$ cat config.mk
export PLATFORM = sky130hd
export DESIGN_NAME = mdma_top
export DESIGN_NICKNAME = d
export VERILOG_FILES = /design/src/logic/mdma_pkg.sv /design/src/logic/mdma_arbiter.sv /design/src/logic/mdma_top.sv
export SDC_FILE = /design/constraint.sdc
export NUM_CORES = 1
export LEC_CHECK = 0
export BUFFER_PORTS_ARGS = -buffer_cell sky130_fd_sc_hd__buf_4
export CORE_UTILIZATION = 40
export CTS_CLUSTER_DIAMETER = 80
export DETAILED_ROUTE_END_ITERATION = 8
export GPL_ROUTABILITY_DRIVEN = 0
export PLACE_DENSITY_LB_ADDON = 0.1
export SLEW_MARGIN = 10
export SYNTH_ARGS = -nofsm -noshare
export SYNTH_HDL_FRONTEND = slang
export SYNTH_SLANG_ARGS = --single-unit
$ cat constraint.sdc
create_clock -name clk -period 7.2 [get_ports clk]
set_input_delay 1.08 -clock clk [delete_from_list [all_inputs] [get_ports clk]]
set_output_delay 1.08 -clock clk [all_outputs]
set_load 0.02 [all_outputs]
$ cat src/logic/mdma_pkg.sv
package mdma_pkg;
    localparam int unsigned MDMA_NUM_CH    = 13;
    localparam int unsigned MDMA_AW        = 32;
    localparam int unsigned MDMA_DW        = 32;
    localparam int unsigned MDMA_RADDR_W   = 8;
    // Register offsets (byte addresses)
    localparam logic [7:0]  MDMA_REG_CFG        = 8'h00;
    localparam logic [7:0]  MDMA_REG_CTRL_BASE  = 8'h04;
    localparam logic [7:0]  MDMA_REG_ALT_BASE   = 8'h08;
    localparam logic [7:0]  MDMA_REG_ENA_SET    = 8'h0C;
    localparam logic [7:0]  MDMA_REG_ENA_CLR    = 8'h10;
    localparam logic [7:0]  MDMA_REG_PRIO_SET   = 8'h14;
    localparam logic [7:0]  MDMA_REG_PRIO_CLR   = 8'h18;
    localparam logic [7:0]  MDMA_REG_STATUS     = 8'h1C;
    localparam logic [7:0]  MDMA_REG_SWREQ      = 8'h20;
    localparam logic [7:0]  MDMA_REG_ALT_SET    = 8'h24;
    localparam logic [7:0]  MDMA_REG_ALT_CLR    = 8'h28;
    // Control word layout (coined): cycle type, R exponent, count-1, sizes
    localparam int unsigned MDMA_CW_CYC_LSB     = 0;
    localparam int unsigned MDMA_CW_R_LSB       = 14;
    localparam int unsigned MDMA_CW_N_LSB       = 4;
    localparam int unsigned MDMA_CW_SIZE_LSB    = 24;
    localparam int unsigned MDMA_CW_SINC_LSB    = 26;
    localparam int unsigned MDMA_CW_DINC_LSB    = 30;
    // Structure layout: src end, dst end, control, unused; 16 bytes each
    localparam logic [31:0] MDMA_ST_SRC         = 32'h0000_0000;
    localparam logic [31:0] MDMA_ST_DST         = 32'h0000_0004;
    localparam logic [31:0] MDMA_ST_CTL         = 32'h0000_0008;
    localparam int unsigned MDMA_ST_SHIFT       = 4;
    localparam logic [3:0]  MDMA_R_MAX          = 4'hA;

    typedef enum logic [2:0] {
        MDMA_CYC_INVALID   = 3'h0,
        MDMA_CYC_BASIC     = 3'h1,
        MDMA_CYC_AUTO      = 3'h2,
        MDMA_CYC_PINGPONG  = 3'h3,
        MDMA_CYC_MSG_PRI   = 3'h4,
        MDMA_CYC_MSG_ALT   = 3'h5,
        MDMA_CYC_PSG_PRI   = 3'h6,
        MDMA_CYC_PSG_ALT   = 3'h7
    } mdma_cyc_t;

    // AHB-Lite encodings
    localparam logic [1:0]  MDMA_HTRANS_IDLE    = 2'h0;
    localparam logic [1:0]  MDMA_HTRANS_NONSEQ  = 2'h2;
    localparam logic [2:0]  MDMA_HBURST_SINGLE  = 3'h0;
    localparam logic [2:0]  MDMA_HSIZE_WORD     = 3'h2;
endpackage

$ cat src/logic/mdma_arbiter.sv
`timescale 1ns/1ps
module mdma_arbiter #(
    parameter int unsigned NCH = 13
) (
    // Requests
    input  wire logic [NCH-1:0] pend,
    input  wire logic [NCH-1:0] high,
    // Grant
    output logic                found,
    output logic [3:0]          chan
);
    function automatic logic [4:0] mdma_first(input logic [NCH-1:0] v);
        logic [4:0] r;
        r = 5'h1F;
        for (int i = NCH - 1; i >= 0; i--) begin
            if (v[i]) begin
                r = 5'(i);
            end
        end
        return r;
    endfunction

    logic [4:0] hi_idx;
    logic [4:0] lo_idx;

    always_comb begin
        hi_idx = mdma_first(pend & high);
        lo_idx = mdma_first(pend & ~high);
        found  = |pend;
        // High level first, then lowest number
        if (hi_idx != 5'h1F) begin
            chan = hi_idx[3:0];
        end else begin
            chan = lo_idx[3:0];
        end
    end
endmodule

$ cat src/logic/mdma_top.sv
// Decided for this implementation: strobed register access and the register offsets.
`timescale 1ns/1ps
module mdma_top
    import mdma_pkg::*;
#(
    parameter int unsigned NCH = mdma_pkg::MDMA_NUM_CH
) (
    // Clock and reset
    input  wire logic                                clk,
    input  wire logic                                rst,
    // Register port
    input  wire logic [mdma_pkg::MDMA_RADDR_W-1:0]   reg_addr,
    input  wire logic [31:0]                         reg_wdata,
    input  wire logic                                reg_wr,
    input  wire logic                                reg_rd,
    output logic      [31:0]                         reg_rdata,
    // Channel handshakes
    input  wire logic [NCH-1:0]                      dma_req,
    output logic      [NCH-1:0]                      dma_done,
    // AHB-Lite master
    output logic      [mdma_pkg::MDMA_AW-1:0]        haddr,
    output logic      [1:0]                          htrans,
    output logic                                     hwrite,
    output logic      [2:0]                          hsize,
    output logic      [2:0]                          hburst,
    output logic      [mdma_pkg::MDMA_DW-1:0]        hwdata,
    input  wire logic [mdma_pkg::MDMA_DW-1:0]        hrdata,
    input  wire logic                                hready,
    input  wire logic                                hresp
);
    import mdma_pkg::*;

    typedef enum logic [3:0] {
        ST_IDLE  = 4'b0000,
        ST_FSRC  = 4'b0001,
        ST_FDST  = 4'b0011,
        ST_FCTL  = 4'b0010,
        ST_RD    = 4'b0110,
        ST_WR    = 4'b0111,
        ST_WDONE = 4'b0101,
        ST_WBCTL = 4'b0100,
        ST_ERR   = 4'b1100
    } mdma_state_t;

    // Request synchronisers
    logic [NCH-1:0] req_s1_reg, req_s2_reg;
    always_ff @(posedge clk) begin
        if (rst) begin
            req_s1_reg <= '0;
            req_s2_reg <= '0;
        end else begin
            req_s1_reg <= dma_req;
            req_s2_reg <= req_s1_reg;
        end
    end

    // Registers
    logic           master_en_reg, master_en_next;
    logic [31:0]    base_reg, base_next;
    logic [NCH-1:0] ena_reg, ena_next;
    logic [NCH-1:0] prio_reg, prio_next;
    logic [NCH-1:0] alt_reg, alt_next;
    logic [NCH-1:0] swreq_reg, swreq_next;
    logic [NCH-1:0] pend_reg, pend_next;
    logic           buserr_reg, buserr_next;
    logic [31:0]    rdata_reg, rdata_next;

    // Engine state
    mdma_state_t    st_reg, st_next;
    logic [3:0]     ch_reg, ch_next;
    logic           use_alt_reg, use_alt_next;
    logic [31:0]    src_end_reg, src_end_next;
    logic [31:0]    dst_end_reg, dst_end_next;
    logic [31:0]    ctl_reg, ctl_next;
    logic [10:0]    left_reg, left_next;
    logic [10:0]    grp_reg, grp_next;
    logic [NCH-1:0] done_reg, done_next;
    logic [31:0]    haddr_reg, haddr_next;
    logic [1:0]     htrans_reg, htrans_next;
    logic           hwrite_reg, hwrite_next;
    logic [2:0]     hsize_reg, hsize_next;
    logic [31:0]    hwdata_reg, hwdata_next;

    logic           arb_found;
    logic [3:0]     arb_chan;
    // Rearbitration interval, capped at 1024
    function automatic logic [10:0] mdma_group(input logic [3:0] r);
        return 11'(11'h001 << ((r >= MDMA_R_MAX) ? MDMA_R_MAX : r));
    endfunction

    // Address of the transfer nleft from the end, counted back from the end pointer
    function automatic logic [31:0] mdma_addr(input logic [31:0] endp,
                                              input logic [1:0]  inc,
                                              input logic [10:0] nleft);
        // increment code may exceed the transfer width; code 3 holds still
        return (inc == 2'h3) ? endp : endp - ((32'(nleft) - 32'h1) << inc);
    endfunction

    mdma_arbiter #(.NCH(NCH)) mdma_arbiter_inst (
        .pend  (pend_reg & ena_reg),
        .high  (prio_reg),
        .found (arb_found),
        .chan  (arb_chan)
    );

    logic [31:0] st_base;
    logic [1:0]  sz_code;
    mdma_cyc_t   cyc;

    always_comb begin
        sz_code   = ctl_reg[MDMA_CW_SIZE_LSB +: 2];
        cyc       = mdma_cyc_t'(ctl_reg[MDMA_CW_CYC_LSB +: 3]);
        st_base   = (use_alt_reg ? base_reg + 32'(NCH) * 32'h10 : base_reg)
                  + (32'(ch_reg) << MDMA_ST_SHIFT);
    end

    // Register port and channel bookkeeping
    always_comb begin
        master_en_next = master_en_reg;
        base_next      = base_reg;
        ena_next       = ena_reg;
        prio_next      = prio_reg;
        alt_next       = alt_reg;
        swreq_next     = '0;
        rdata_next     = 32'h0000_0000;
        pend_next      = pend_reg | req_s2_reg | swreq_reg;
        if (reg_wr) begin
            case (reg_addr)
                MDMA_REG_CFG:       master_en_next = reg_wdata[0];
                MDMA_REG_CTRL_BASE: base_next      = reg_wdata;
                MDMA_REG_ENA_SET:   ena_next       = ena_reg | reg_wdata[NCH-1:0];
                MDMA_REG_ENA_CLR:   ena_next       = ena_reg & ~reg_wdata[NCH-1:0];
                MDMA_REG_PRIO_SET:  prio_next      = prio_reg | reg_wdata[NCH-1:0];
                MDMA_REG_PRIO_CLR:  prio_next      = prio_reg & ~reg_wdata[NCH-1:0];
                MDMA_REG_SWREQ:     swreq_next     = reg_wdata[NCH-1:0];
                MDMA_REG_ALT_SET:   alt_next       = alt_reg | reg_wdata[NCH-1:0];
                MDMA_REG_ALT_CLR:   alt_next       = alt_reg & ~reg_wdata[NCH-1:0];
                default: ;
            endcase
        end
        if (reg_rd) begin
            case (reg_addr)
                MDMA_REG_CFG:       rdata_next = {31'h0, master_en_reg};
                MDMA_REG_CTRL_BASE: rdata_next = base_reg;
                MDMA_REG_ALT_BASE:  rdata_next = base_reg + 32'(NCH) * 32'h10;
                MDMA_REG_ENA_SET:   rdata_next = 32'(ena_reg);
                MDMA_REG_PRIO_SET:  rdata_next = 32'(prio_reg);
                MDMA_REG_ALT_SET:   rdata_next = 32'(alt_reg);
                MDMA_REG_STATUS:    rdata_next = {buserr_reg, 3'h0, st_reg, ch_reg,
                                                  3'h0, 17'(pend_reg)};
                default:            rdata_next = 32'h0000_0000;
            endcase
        end
        // Engine takes the request when it starts a group
        if (st_reg == ST_IDLE && arb_found && master_en_reg && hready) begin
            pend_next[arb_chan] = req_s2_reg[arb_chan] | swreq_reg[arb_chan];
        end
        if (st_reg == ST_WBCTL && hready && left_reg != 11'h000 && cyc == MDMA_CYC_AUTO) begin
            pend_next[ch_reg] = 1'b1;
        end
        // Channel finished: drop it, or for ping-pong keep it and flip its side
        for (int i = 0; i < NCH; i++) begin
            if (done_next[i]) begin
                if (cyc == MDMA_CYC_PINGPONG) begin
                    alt_next[i] = ~alt_reg[i];
                end else begin
                    ena_next[i] = 1'b0;
                end
            end
        end
    end

    // Transfer engine
    always_comb begin
        st_next      = st_reg;
        ch_next      = ch_reg;
        use_alt_next = use_alt_reg;
        src_end_next = src_end_reg;
        dst_end_next = dst_end_reg;
        ctl_next     = ctl_reg;
        left_next    = left_reg;
        grp_next     = grp_reg;
        done_next    = '0;
        buserr_next  = buserr_reg;
        haddr_next   = haddr_reg;
        htrans_next  = hready ? MDMA_HTRANS_IDLE : htrans_reg;
        hwrite_next  = hready ? 1'b0 : hwrite_reg;
        hsize_next   = hsize_reg;
        hwdata_next  = hwdata_reg;
        if (hready) begin
            case (st_reg)
                ST_IDLE: begin
                    if (arb_found && master_en_reg) begin
                        st_next      = ST_FSRC;
                        ch_next      = arb_chan;
                        use_alt_next = alt_reg[arb_chan];
                    end
                end
                ST_FSRC: begin
                    haddr_next  = st_base + MDMA_ST_SRC;
                    htrans_next = MDMA_HTRANS_NONSEQ;
                    hsize_next  = MDMA_HSIZE_WORD;
                    st_next     = ST_FDST;
                end
                ST_FDST: begin
                    haddr_next  = st_base + MDMA_ST_DST;
                    htrans_next = MDMA_HTRANS_NONSEQ;
                    st_next     = ST_FCTL;
                end
                ST_FCTL: begin
                    haddr_next   = st_base + MDMA_ST_CTL;
                    htrans_next  = MDMA_HTRANS_NONSEQ;
                    src_end_next = hrdata;
                    st_next      = ST_RD;
                    left_next    = 11'h000;
                end
                ST_RD: begin
                    if (left_reg == 11'h000 && htrans_reg != MDMA_HTRANS_IDLE) begin
                        dst_end_next = hrdata;
                    end else if (left_reg == 11'h000) begin
                        ctl_next  = hrdata;
                        left_next = 11'(hrdata[MDMA_CW_N_LSB +: 10]) + 11'h001;
                        grp_next  = mdma_group(hrdata[MDMA_CW_R_LSB +: 4]);
                        if (hrdata[MDMA_CW_CYC_LSB +: 3] == MDMA_CYC_INVALID) begin
                            st_next = ST_IDLE;
                        end
                    end else begin
                        haddr_next  = mdma_addr(src_end_reg, ctl_reg[MDMA_CW_SINC_LSB +: 2],
                                                left_reg);
                        hsize_next  = {1'b0, sz_code};
                        htrans_next = MDMA_HTRANS_NONSEQ;
                        st_next     = ST_WR;
                    end
                end
                ST_WR: begin
                    haddr_next  = mdma_addr(dst_end_reg, ctl_reg[MDMA_CW_DINC_LSB +: 2],
                                            left_reg);
                    htrans_next = MDMA_HTRANS_NONSEQ;
                    hwrite_next = 1'b1;
                    st_next     = ST_WDONE;
                end
                ST_WDONE: begin
                    hwdata_next = hrdata;
                    left_next   = left_reg - 11'h001;
                    grp_next    = grp_reg - 11'h001;
                    if (left_reg == 11'h001) begin
                        st_next = ST_WBCTL;
                    end else if (grp_reg == 11'h001) begin
                        // group done, store the count left, rearbitrate
                        st_next = ST_WBCTL;
                    end else begin
                        st_next = ST_RD;
                    end
                end
                ST_WBCTL: begin
                    haddr_next  = st_base + MDMA_ST_CTL;
                    htrans_next = MDMA_HTRANS_NONSEQ;
                    hwrite_next = 1'b1;
                    hsize_next  = MDMA_HSIZE_WORD;
                    hwdata_next = {ctl_reg[31:3], 3'(MDMA_CYC_INVALID)};
                    if (left_reg != 11'h000) begin
                        hwdata_next = ctl_reg;
                        hwdata_next[MDMA_CW_N_LSB +: 10] = 10'(left_reg - 11'h001);
                    end
                    done_next[ch_reg] = (left_reg == 11'h000)
                                     && ((cyc == MDMA_CYC_BASIC) || (cyc == MDMA_CYC_AUTO)
                                     || (cyc == MDMA_CYC_PINGPONG) || (cyc == MDMA_CYC_MSG_ALT)
                                     || (cyc == MDMA_CYC_PSG_ALT));
                    st_next     = ST_IDLE;
                end
                ST_ERR:  st_next = ST_ERR;
                default: st_next = ST_IDLE;
            endcase
            if (hresp) begin
                buserr_next = 1'b1;
                st_next     = ST_ERR;
            end
        end
        if (st_reg == ST_ERR && !master_en_reg) begin
            st_next     = ST_IDLE;
            buserr_next = 1'b0;
        end
    end

    always_ff @(posedge clk) begin
        if (rst) begin
            master_en_reg <= 1'b0;
            base_reg      <= 32'h0000_0000;
            ena_reg       <= '0;
            prio_reg      <= '0;
            alt_reg       <= '0;
            swreq_reg     <= '0;
            pend_reg      <= '0;
            buserr_reg    <= 1'b0;
            rdata_reg     <= 32'h0000_0000;
            st_reg        <= ST_IDLE;
            ch_reg        <= 4'h0;
            use_alt_reg   <= 1'b0;
            src_end_reg   <= 32'h0000_0000;
            dst_end_reg   <= 32'h0000_0000;
            ctl_reg       <= 32'h0000_0000;
            left_reg      <= 11'h000;
            grp_reg       <= 11'h000;
            done_reg      <= '0;
            haddr_reg     <= 32'h0000_0000;
            htrans_reg    <= MDMA_HTRANS_IDLE;
            hwrite_reg    <= 1'b0;
            hsize_reg     <= MDMA_HSIZE_WORD;
            hwdata_reg    <= 32'h0000_0000;
        end else begin
            master_en_reg <= master_en_next;
            base_reg      <= base_next;
            ena_reg       <= ena_next;
            prio_reg      <= prio_next;
            alt_reg       <= alt_next;
            swreq_reg     <= swreq_next;
            pend_reg      <= pend_next;
            buserr_reg    <= buserr_next;
            rdata_reg     <= rdata_next;
            st_reg        <= st_next;
            ch_reg        <= ch_next;
            use_alt_reg   <= use_alt_next;
            src_end_reg   <= src_end_next;
            dst_end_reg   <= dst_end_next;
            ctl_reg       <= ctl_next;
            left_reg      <= left_next;
            grp_reg       <= grp_next;
            done_reg      <= done_next;
            haddr_reg     <= haddr_next;
            htrans_reg    <= htrans_next;
            hwrite_reg    <= hwrite_next;
            hsize_reg     <= hsize_next;
            hwdata_reg    <= hwdata_next;
        end
    end

    assign reg_rdata = rdata_reg;
    assign dma_done  = done_reg;
    assign haddr     = haddr_reg;
    assign htrans    = htrans_reg;
    assign hwrite    = hwrite_reg;
    assign hsize     = hsize_reg;
    assign hburst    = MDMA_HBURST_SINGLE;
    assign hwdata    = hwdata_reg;
endmodule

======== After elaboration in Yosys (flattened, before gate mapping) ========
Index checks and enable logic that the tools add are counted.
storage, ports and cells
  output and inout port bits .............. 118
  register bits after elaboration ......... 367
  word-level logic and storage cells ...... 295
  bits of input ports ..................... 91
operators by class
  add/subtract/negate cells ............... 10
  mux-type cells .......................... 134
  eq/ne operators ......................... 34
  bitwise operators ....................... 33
  shift-type cells ........................ 3
  reduce and logical (&&, ||, !) cells .... 51
  order comparisons ....................... 5
operator list
  kind                     number
  $pmux W32 S7             1
  $mux W32                 5
  $pmux W32 S5             1
  $and A13 B13 Y13         7
  $mux W13                 6
  $or A13 B13 Y13          6
  $pmux W13 S2             3
  $mux W4                  19
  $mux W5                  13
  $pmux W32 S2             1
  $shl A32 B2 Y32          2
  $sub A32 B32 Y32         2
  $mux W1                  60
  $mux W11                 4
  $pmux W11 S3             1
  $add A32 B3 Y32 const B  1
  $add A32 B4 Y32 const B  1
  $add A32 B8 Y32          1
  $add A32 B8 Y32 const B  1
  $eq A8 B5 Y1 const B     4
  $pmux W4 S8              1
  $not A13 Y13             2
  $eq A8 B6 Y1 const B     3
  $reduce_and A4 Y1        6
  other kinds (51)         119

======== Longest topological paths before layout ========
  word-level depth ........................ 25
  gate-level depth with buffers ........... 21

======== Cells and area by module ========
From an unflattened synthesis, not the netlist that was laid out.
unflattened totals
  cell total of the unflattened synthesis .. 3106
  area total of the unflattened synthesis .. 23248.5 sq um
modules (own cells, without submodules)
  module        area an instance (sq um)  seq. area each (sq um)  instances  cells an instance
  mdma_top      22760.6                   7327.0                  1          3031
  mdma_arbiter  488.0                     0.0                     1          75

======== Least setup slack after synthesis ========
Ideal clock, no wire load.
  path type ............................... reg-to-reg
  start ................................... reg use_alt_reg
  end ..................................... reg haddr_reg[31] (netlist: haddr[31])
  arrival ................................. 5.115 ns
  setup time .............................. 0.133 ns
  data required time ...................... 7.067 ns
  cell stages (with the launch flop) ...... 20
  path slack .............................. 1.952 ns
  clock period less this slack ............ 5.248 ns
  path through ............................ dfxtp_1 buf_2 buf_1 xor2_1 ha_1 inv_1 fa_1 nand2b_1 a211oi_1 a32oi_1 clkbuf_1 or4_1 a2111oi_0 xor2_1 nand2b_1 or3_1 buf_2 or4_1 a211oi_1 a311oi_1
on the way
  cells in the longest elaborated chain, start to end .. 4
  elaborated cells between the ends (all ways) .. 5
  those cells by class .................... add/sub: 3; mux: 2
RTL lines
  what                                                       line                                               source
  from (decl)                                                mdma_top.sv:71                                     logic use_alt_reg, use_alt_next;
  from (signal assigned)                                     mdma_top.sv:322                                    use_alt_reg <= use_alt_next;
  $mux W32 (*)                                               mdma_top.sv:113                                    st_base = (use_alt_reg ? base_reg + 32'(NCH) * 32'h10 : base_reg)
  $add A32 B8 Y32 (*)                                        mdma_top.sv:114                                    + (32'(ch_reg) << MDMA_ST_SHIFT);
  $add A32 B4 Y32 / $add A32 B3 Y32 (equally long branches)  mdma_top.sv:211, mdma_top.sv:256, mdma_top.sv:206
  $pmux W32 S5 (*)                                           mdma_top.sv:191                                    case (st_reg)
  to (signal assigned)                                       mdma_top.sv:329                                    haddr_reg <= haddr_next;
  to (decl)                                                  mdma_top.sv:78                                     logic [31:0] haddr_reg, haddr_next;
Mark *: on every way between the ends. The rest lies on a longest branch, timed or not.
A chain may end at the register's enable or synchronous reset.

======== Worst setup path in the final report ========
  start ................................... reg base_reg[4]
  end ..................................... reg haddr_reg[31] (netlist: haddr[31])
on the way
  cells in the longest elaborated chain, start to end .. 5
  elaborated cells between the ends (all ways) .. 6
  those cells by class .................... add/sub: 4; mux: 2
RTL lines
  what                                                       line                                               source
  from (decl)                                                mdma_top.sv:59                                     logic [31:0] base_reg, base_next;
  from (signal assigned)                                     mdma_top.sv:312                                    base_reg <= base_next;
  $add A32 B8 Y32                                            mdma_top.sv:113
  $mux W32 (*)                                               mdma_top.sv:113
  $add A32 B8 Y32 (*)                                        mdma_top.sv:114
  $add A32 B4 Y32 / $add A32 B3 Y32 (equally long branches)  mdma_top.sv:211, mdma_top.sv:256, mdma_top.sv:206
  $pmux W32 S5 (*)                                           mdma_top.sv:191
Marked as above.

==> run_summary.xml <==
<?xml version="1.0" encoding="UTF-8"?>
<metrics>
  <group name="global_route">
    <metric name="grt_util_all_layers" unit="%">28.0</metric>
    <metric name="grt_pass1_wl" unit="um">132000</metric>
    <metric name="via_count_of_the_first_global_routing_pass" unit="">22700</metric>
    <metric name="grt_antenna_before_repair" unit="">1</metric>
    <metric name="globalRoute.totalOverflow" unit="">0</metric>
    <metric name="grt_start_max_net_pins" unit="">209</metric>
  </group>
  <group name="timing">
    <metric name="setup_viol" unit="">0</metric>
    <metric name="final.setup.worst_slack" unit="ns">1.65</metric>
    <metric name="min_period_over_period" unit="%">77.1</metric>
    <metric name="finClkSkew" unit="ns">0.0246</metric>
    <metric name="rsz0062_at_grt" unit="">false</metric>
    <metric name="setup_tns_final" unit="ns">0</metric>
    <metric name="maxSlewHeadroom" unit="%">8.56</metric>
    <metric name="achievable-frequency" unit="MHz">180</metric>
    <metric name="drv_slew" unit="">0</metric>
    <metric name="worst_margin_pin_slew" unit="ns">1.36</metric>
    <metric name="timing.final.crit_period" unit="ns">5.55</metric>
    <metric name="fin_worst_hold_slack" unit="ns">0.436</metric>
    <metric name="hold_viol_final" unit="">0</metric>
  </group>
  <group name="drt">
    <metric name="drt_iter0_markers" unit="">2219</metric>
    <metric name="vias" unit="">24600</metric>
    <metric name="drc" unit="">0</metric>
    <metric name="drt-wirelength-per-cell" unit="um">21.5</metric>
    <metric name="finalWirelength" unit="um">86600</metric>
    <metric name="antenna_left" unit="">0</metric>
    <metric name="routed_via_density" unit="">6.10</metric>
    <metric name="detailed_router_iteration_count_before_antenna_repair" unit="">6</metric>
  </group>
  <group name="floorplan">
    <metric name="die_height" unit="um">244</metric>
    <metric name="rows" unit="">88</metric>
    <metric name="initial_core_utilization" unit="%">40.5</metric>
    <metric name="design.portCount" unit="">209</metric>
    <metric name="fp.dieArea" unit="mm^2">0.0595</metric>
    <metric name="floorplan.core_area" unit="mm^2">0.0578</metric>
    <metric name="chipWidth" unit="um">244</metric>
  </group>
  <group name="worst_setup_path">
    <metric name="critical_path.top_delay_family" unit="">simple AND/OR/NAND/NOR gates</metric>
    <metric name="critical_path.max_fanout" unit="">12</metric>
    <metric name="worst_path_most_repeated_cell" unit="">sky130_fd_sc_hd__or3_1</metric>
    <metric name="crit_path_top_delay_cell" unit="">sky130_fd_sc_hd__a32oi_1</metric>
    <metric name="worst-path-buf-inv" unit="">0</metric>
    <metric name="cp.arrival" unit="ns">5.98</metric>
    <metric name="timing.rr.start" unit="">base_reg[4]</metric>
    <metric name="critical_path.reg2reg.endpoint" unit="">haddr[31]</metric>
    <metric name="ff2ff_path_depth" unit="">15</metric>
    <metric name="max_stage_delay" unit="ns">0.83</metric>
    <metric name="r2r_setup_slack" unit="ns">1.65</metric>
    <metric name="cell_count_along_the_critical_path" unit="">15</metric>
    <metric name="cell_by_cell_trace_of_the_critical_path" unit="">ha_1 -&gt; nand2b_1 -&gt; xnor2_1 -&gt; ha_1 -&gt; nand2b_1 -&gt; a21oi_1 -&gt; a32oi_1 -&gt; xor2_1 -&gt; or3_1 -&gt; or3_1 -&gt; a211o_1 -&gt; or3_1 -&gt; or4_1 -&gt; a211oi_1 -&gt; a311oi_1</metric>
    <metric name="critPathKind" unit="">flip-flop to flip-flop</metric>
    <metric name="end_kind" unit="">flip-flop</metric>
    <metric name="required" unit="ns">7.63</metric>
    <metric name="crit_path_start_kind" unit="">flip-flop</metric>
  </group>
  <group name="synth">
    <metric name="synth_area" unit="mm^2">0.0234</metric>
    <metric name="synth.area.mux_share" unit="%">2.42</metric>
    <metric name="synth_seq_cells" unit="">366</metric>
    <metric name="post_synth.cell_area_avg" unit="um^2">7.42</metric>
    <metric name="synth.yosys.warnings" unit="">0</metric>
    <metric name="number_of_instances_in_the_synthesized_netlist" unit="">3156</metric>
    <metric name="synth_sequential_area_ratio" unit="%">31.3</metric>
    <metric name="post_synth_num_cell_types" unit="">90</metric>
    <metric name="synth_edf_count" unit="">0</metric>
    <metric name="synth-adder-area-share" unit="%">4.26</metric>
    <metric name="synth_top_family_by_area" unit="">compound AO/OA/AOI/OAI gates</metric>
    <metric name="synthTopCellsByArea" unit="">sky130_fd_sc_hd__dfxtp_1 (31%), sky130_fd_sc_hd__nand2_1 (8.9%), sky130_fd_sc_hd__a21oi_1 (6.5%), sky130_fd_sc_hd__nor2_1 (4.9%), sky130_fd_sc_hd__ha_1 (4.0%)</metric>
    <metric name="synth_ff_type" unit="">sky130_fd_sc_hd__dfxtp_1</metric>
    <metric name="post-synth-top-area-fraction" unit="%">31.3</metric>
    <metric name="synth-xor-area-share" unit="%">5.31</metric>
    <metric name="async_reset_ff_share" unit="%">0</metric>
    <metric name="synth_compound_area_share" unit="%">26.7</metric>
    <metric name="share_of_synthesized_cell_area_in_and_or_nand_and_nor_gates" unit="%">25.7</metric>
    <metric name="yosysTopAreaCell" unit="">sky130_fd_sc_hd__dfxtp_1</metric>
  </group>
  <group name="clock_network">
    <metric name="post-cts-setup-buffer-count" unit="">0</metric>
    <metric name="cts_htree_levels" unit="">2</metric>
    <metric name="cts_sinks" unit="">366</metric>
    <metric name="cts_inserted_buffers" unit="">44</metric>
    <metric name="cts_buffer_depth" unit="">3</metric>
    <metric name="cts_tree" unit="">built</metric>
    <metric name="clk_root_buffer_cell" unit="">sky130_fd_sc_hd__clkbuf_16</metric>
    <metric name="clk_transition_reported_paths" unit="ns">0.06</metric>
    <metric name="cts_hold_buffers" unit="">0</metric>
    <metric name="clkLatencyLatePin" unit="ns">0.59</metric>
    <metric name="postCtsResizedCells" unit="">0</metric>
  </group>
  <group name="placement">
    <metric name="numPortBuffers" unit="">204</metric>
    <metric name="place.detailed.hpwl" unit="um">63700</metric>
    <metric name="dpl.cell_count" unit="">3947</metric>
    <metric name="place_ws" unit="ns">1.71</metric>
  </group>
  <group name="pwr">
    <metric name="power-per-cell-area" unit="mW/mm^2">199</metric>
    <metric name="power.leakage" unit="nW">9.75</metric>
    <metric name="internal_power" unit="mW">3.82</metric>
    <metric name="design_power_total" unit="mW">5.37</metric>
    <metric name="power.share.sequential" unit="%">39.6</metric>
    <metric name="power.switching" unit="mW">1.54</metric>
    <metric name="ir_drop" unit="mV">0.168</metric>
    <metric name="power.share.clock" unit="%">44.9</metric>
    <metric name="comb_power_share" unit="%">15.5</metric>
    <metric name="swShare" unit="%">28.8</metric>
  </group>
  <group name="finish">
    <metric name="num-nets-final" unit="">3397</metric>
    <metric name="syn2layout_area_growth" unit="%">15.2</metric>
    <metric name="diodes" unit="">0</metric>
    <metric name="layout.cells.non_filler" unit="">4026</metric>
    <metric name="share_of_final_layout_standard_cells_stronger_than_drive_strength_1" unit="%">11.1</metric>
  </group>
  <group name="hold_path">
    <metric name="hold-path-cell-count" unit="">1</metric>
    <metric name="timing.hold.worst.start" unit="">req_s1_reg[7]</metric>
    <metric name="tightest_hold_check_type" unit="">flip-flop to flip-flop</metric>
    <metric name="worstHoldEndpoint" unit="">req_s2_reg[7]</metric>
  </group>
  <group name="job">
    <metric name="drv.max_cap_violation_count" unit="">0</metric>
  </group>
  <group name="run_status">
    <metric name="result_of_the_run" unit="">completed</metric>
  </group>
</metrics>
-- routing by layer --
metal	routed length, um	global-route usage [%]	vias to the layer above
met4	2300	8.09	0
li1	-	-	11700
met5	0	0	-
met3	6130	3.84	134
met2	39200	44.9	948
met1	38900	38.9	11800
-- synth_stat cells (18+ instances only) --
cell / number
sky130_fd_sc_hd__ha_1: 75
sky130_fd_sc_hd__and2_1: 30
sky130_fd_sc_hd__clkbuf_1: 194
sky130_fd_sc_hd__and3_1: 27
sky130_fd_sc_hd__nand2b_1: 34
sky130_fd_sc_hd__o211ai_1: 28
sky130_fd_sc_hd__nor4_1: 36
sky130_fd_sc_hd__nand3b_1: 18
sky130_fd_sc_hd__o21ai_0: 141
sky130_fd_sc_hd__xor2_1: 53
sky130_fd_sc_hd__dfxtp_1: 366
sky130_fd_sc_hd__nand2_1: 558
sky130_fd_sc_hd__a22oi_1: 33
sky130_fd_sc_hd__nor2b_1: 45
sky130_fd_sc_hd__a21oi_1: 303
sky130_fd_sc_hd__a31oi_1: 59
sky130_fd_sc_hd__a211oi_1: 59
sky130_fd_sc_hd__a311oi_1: 75
sky130_fd_sc_hd__inv_1: 37
sky130_fd_sc_hd__o31ai_1: 21
sky130_fd_sc_hd__a221oi_1: 27
sky130_fd_sc_hd__nand3_1: 87
sky130_fd_sc_hd__o32ai_1: 19
sky130_fd_sc_hd__mux2i_1: 42
sky130_fd_sc_hd__nor2_1: 306
sky130_fd_sc_hd__nor3_1: 68
sky130_fd_sc_hd__xnor2_1: 87
sky130_fd_sc_hd__nand4_1: 37
sky130_fd_sc_hd__a21o_1: 32
-- layout make-up --
cell class / count / area [um^2]
Timing Repair Buffer: 244 / 1850
Multi-Input combinational cell: 2535 / 15100
Inverter: 37 / 139
Clock buffer: 55 / 1220
Tap cell: 765 / 957
Fill cell: 5879 / 30800
Clock inverter: 24 / 330
Sequential cell: 366 / 7330
-- cell usage in the layout (no fill, tap or decap), types with 59 or more instances in the layout --
cell                       netlist  final
sky130_fd_sc_hd__nand2_1       558    558
sky130_fd_sc_hd__dfxtp_1       366    366
sky130_fd_sc_hd__a21oi_1       303    303
sky130_fd_sc_hd__nor2_1        306    302
sky130_fd_sc_hd__buf_4           5    242
sky130_fd_sc_hd__o21ai_0       141    141
sky130_fd_sc_hd__xnor2_1        87     87
sky130_fd_sc_hd__nand3_1        87     87
sky130_fd_sc_hd__a311oi_1       75     75
sky130_fd_sc_hd__ha_1           75     75
sky130_fd_sc_hd__nor3_1         68     65
sky130_fd_sc_hd__a211oi_1       59     59
sky130_fd_sc_hd__a31oi_1        59     59
-- metrics by stage --
stage / area [um^2] / util [%]
final: 27000 / 46.7
after global routing: 27000 / 46.7
after CTS: 27000 / 46.6
after detailed placement: 25400 / 43.9
after global placement: 25400 / 43.9
after floorplan: 23400 / -
-- how the worst max path moves through the flow --
stage | startpoint | to
floorplan | use_alt_reg | haddr[31]
global placement | base_reg[4] | haddr[31]
detailed placement | base_reg[4] | haddr[31]
CTS | base_reg[4] | haddr[31]
global route | base_reg[4] | haddr[31]
finish | base_reg[4] | haddr[31]
-- cell families (layout without fill, tap and decap cells) --
| logic type | after synthesis | in the layout |
|---|---|---|
| buf+inv | 258 | 360 |
| compound gates | 944 | 944 |
| other cells | 1 | 4 |
| fa+ha+maj | 78 | 78 |
| xor+xnor | 141 | 141 |
| mux | 51 | 51 |
| flops | 366 | 366 |
| simple gates | 1317 | 1317 |
-- power groups by stage --
stage,Clock (mW),Sequential (mW),Combinational (mW)
2_1_floorplan,0,2.18,0.495
3_3_place_gp,0,2.17,0.803
3_5_place_dp,0,2.17,0.816
4_1_cts,2.45,2.12,0.820
5_1_grt,2.53,2.13,0.899
6_report,2.41,2.13,0.831
Note: power is estimated with default switching activity, not from simulation.
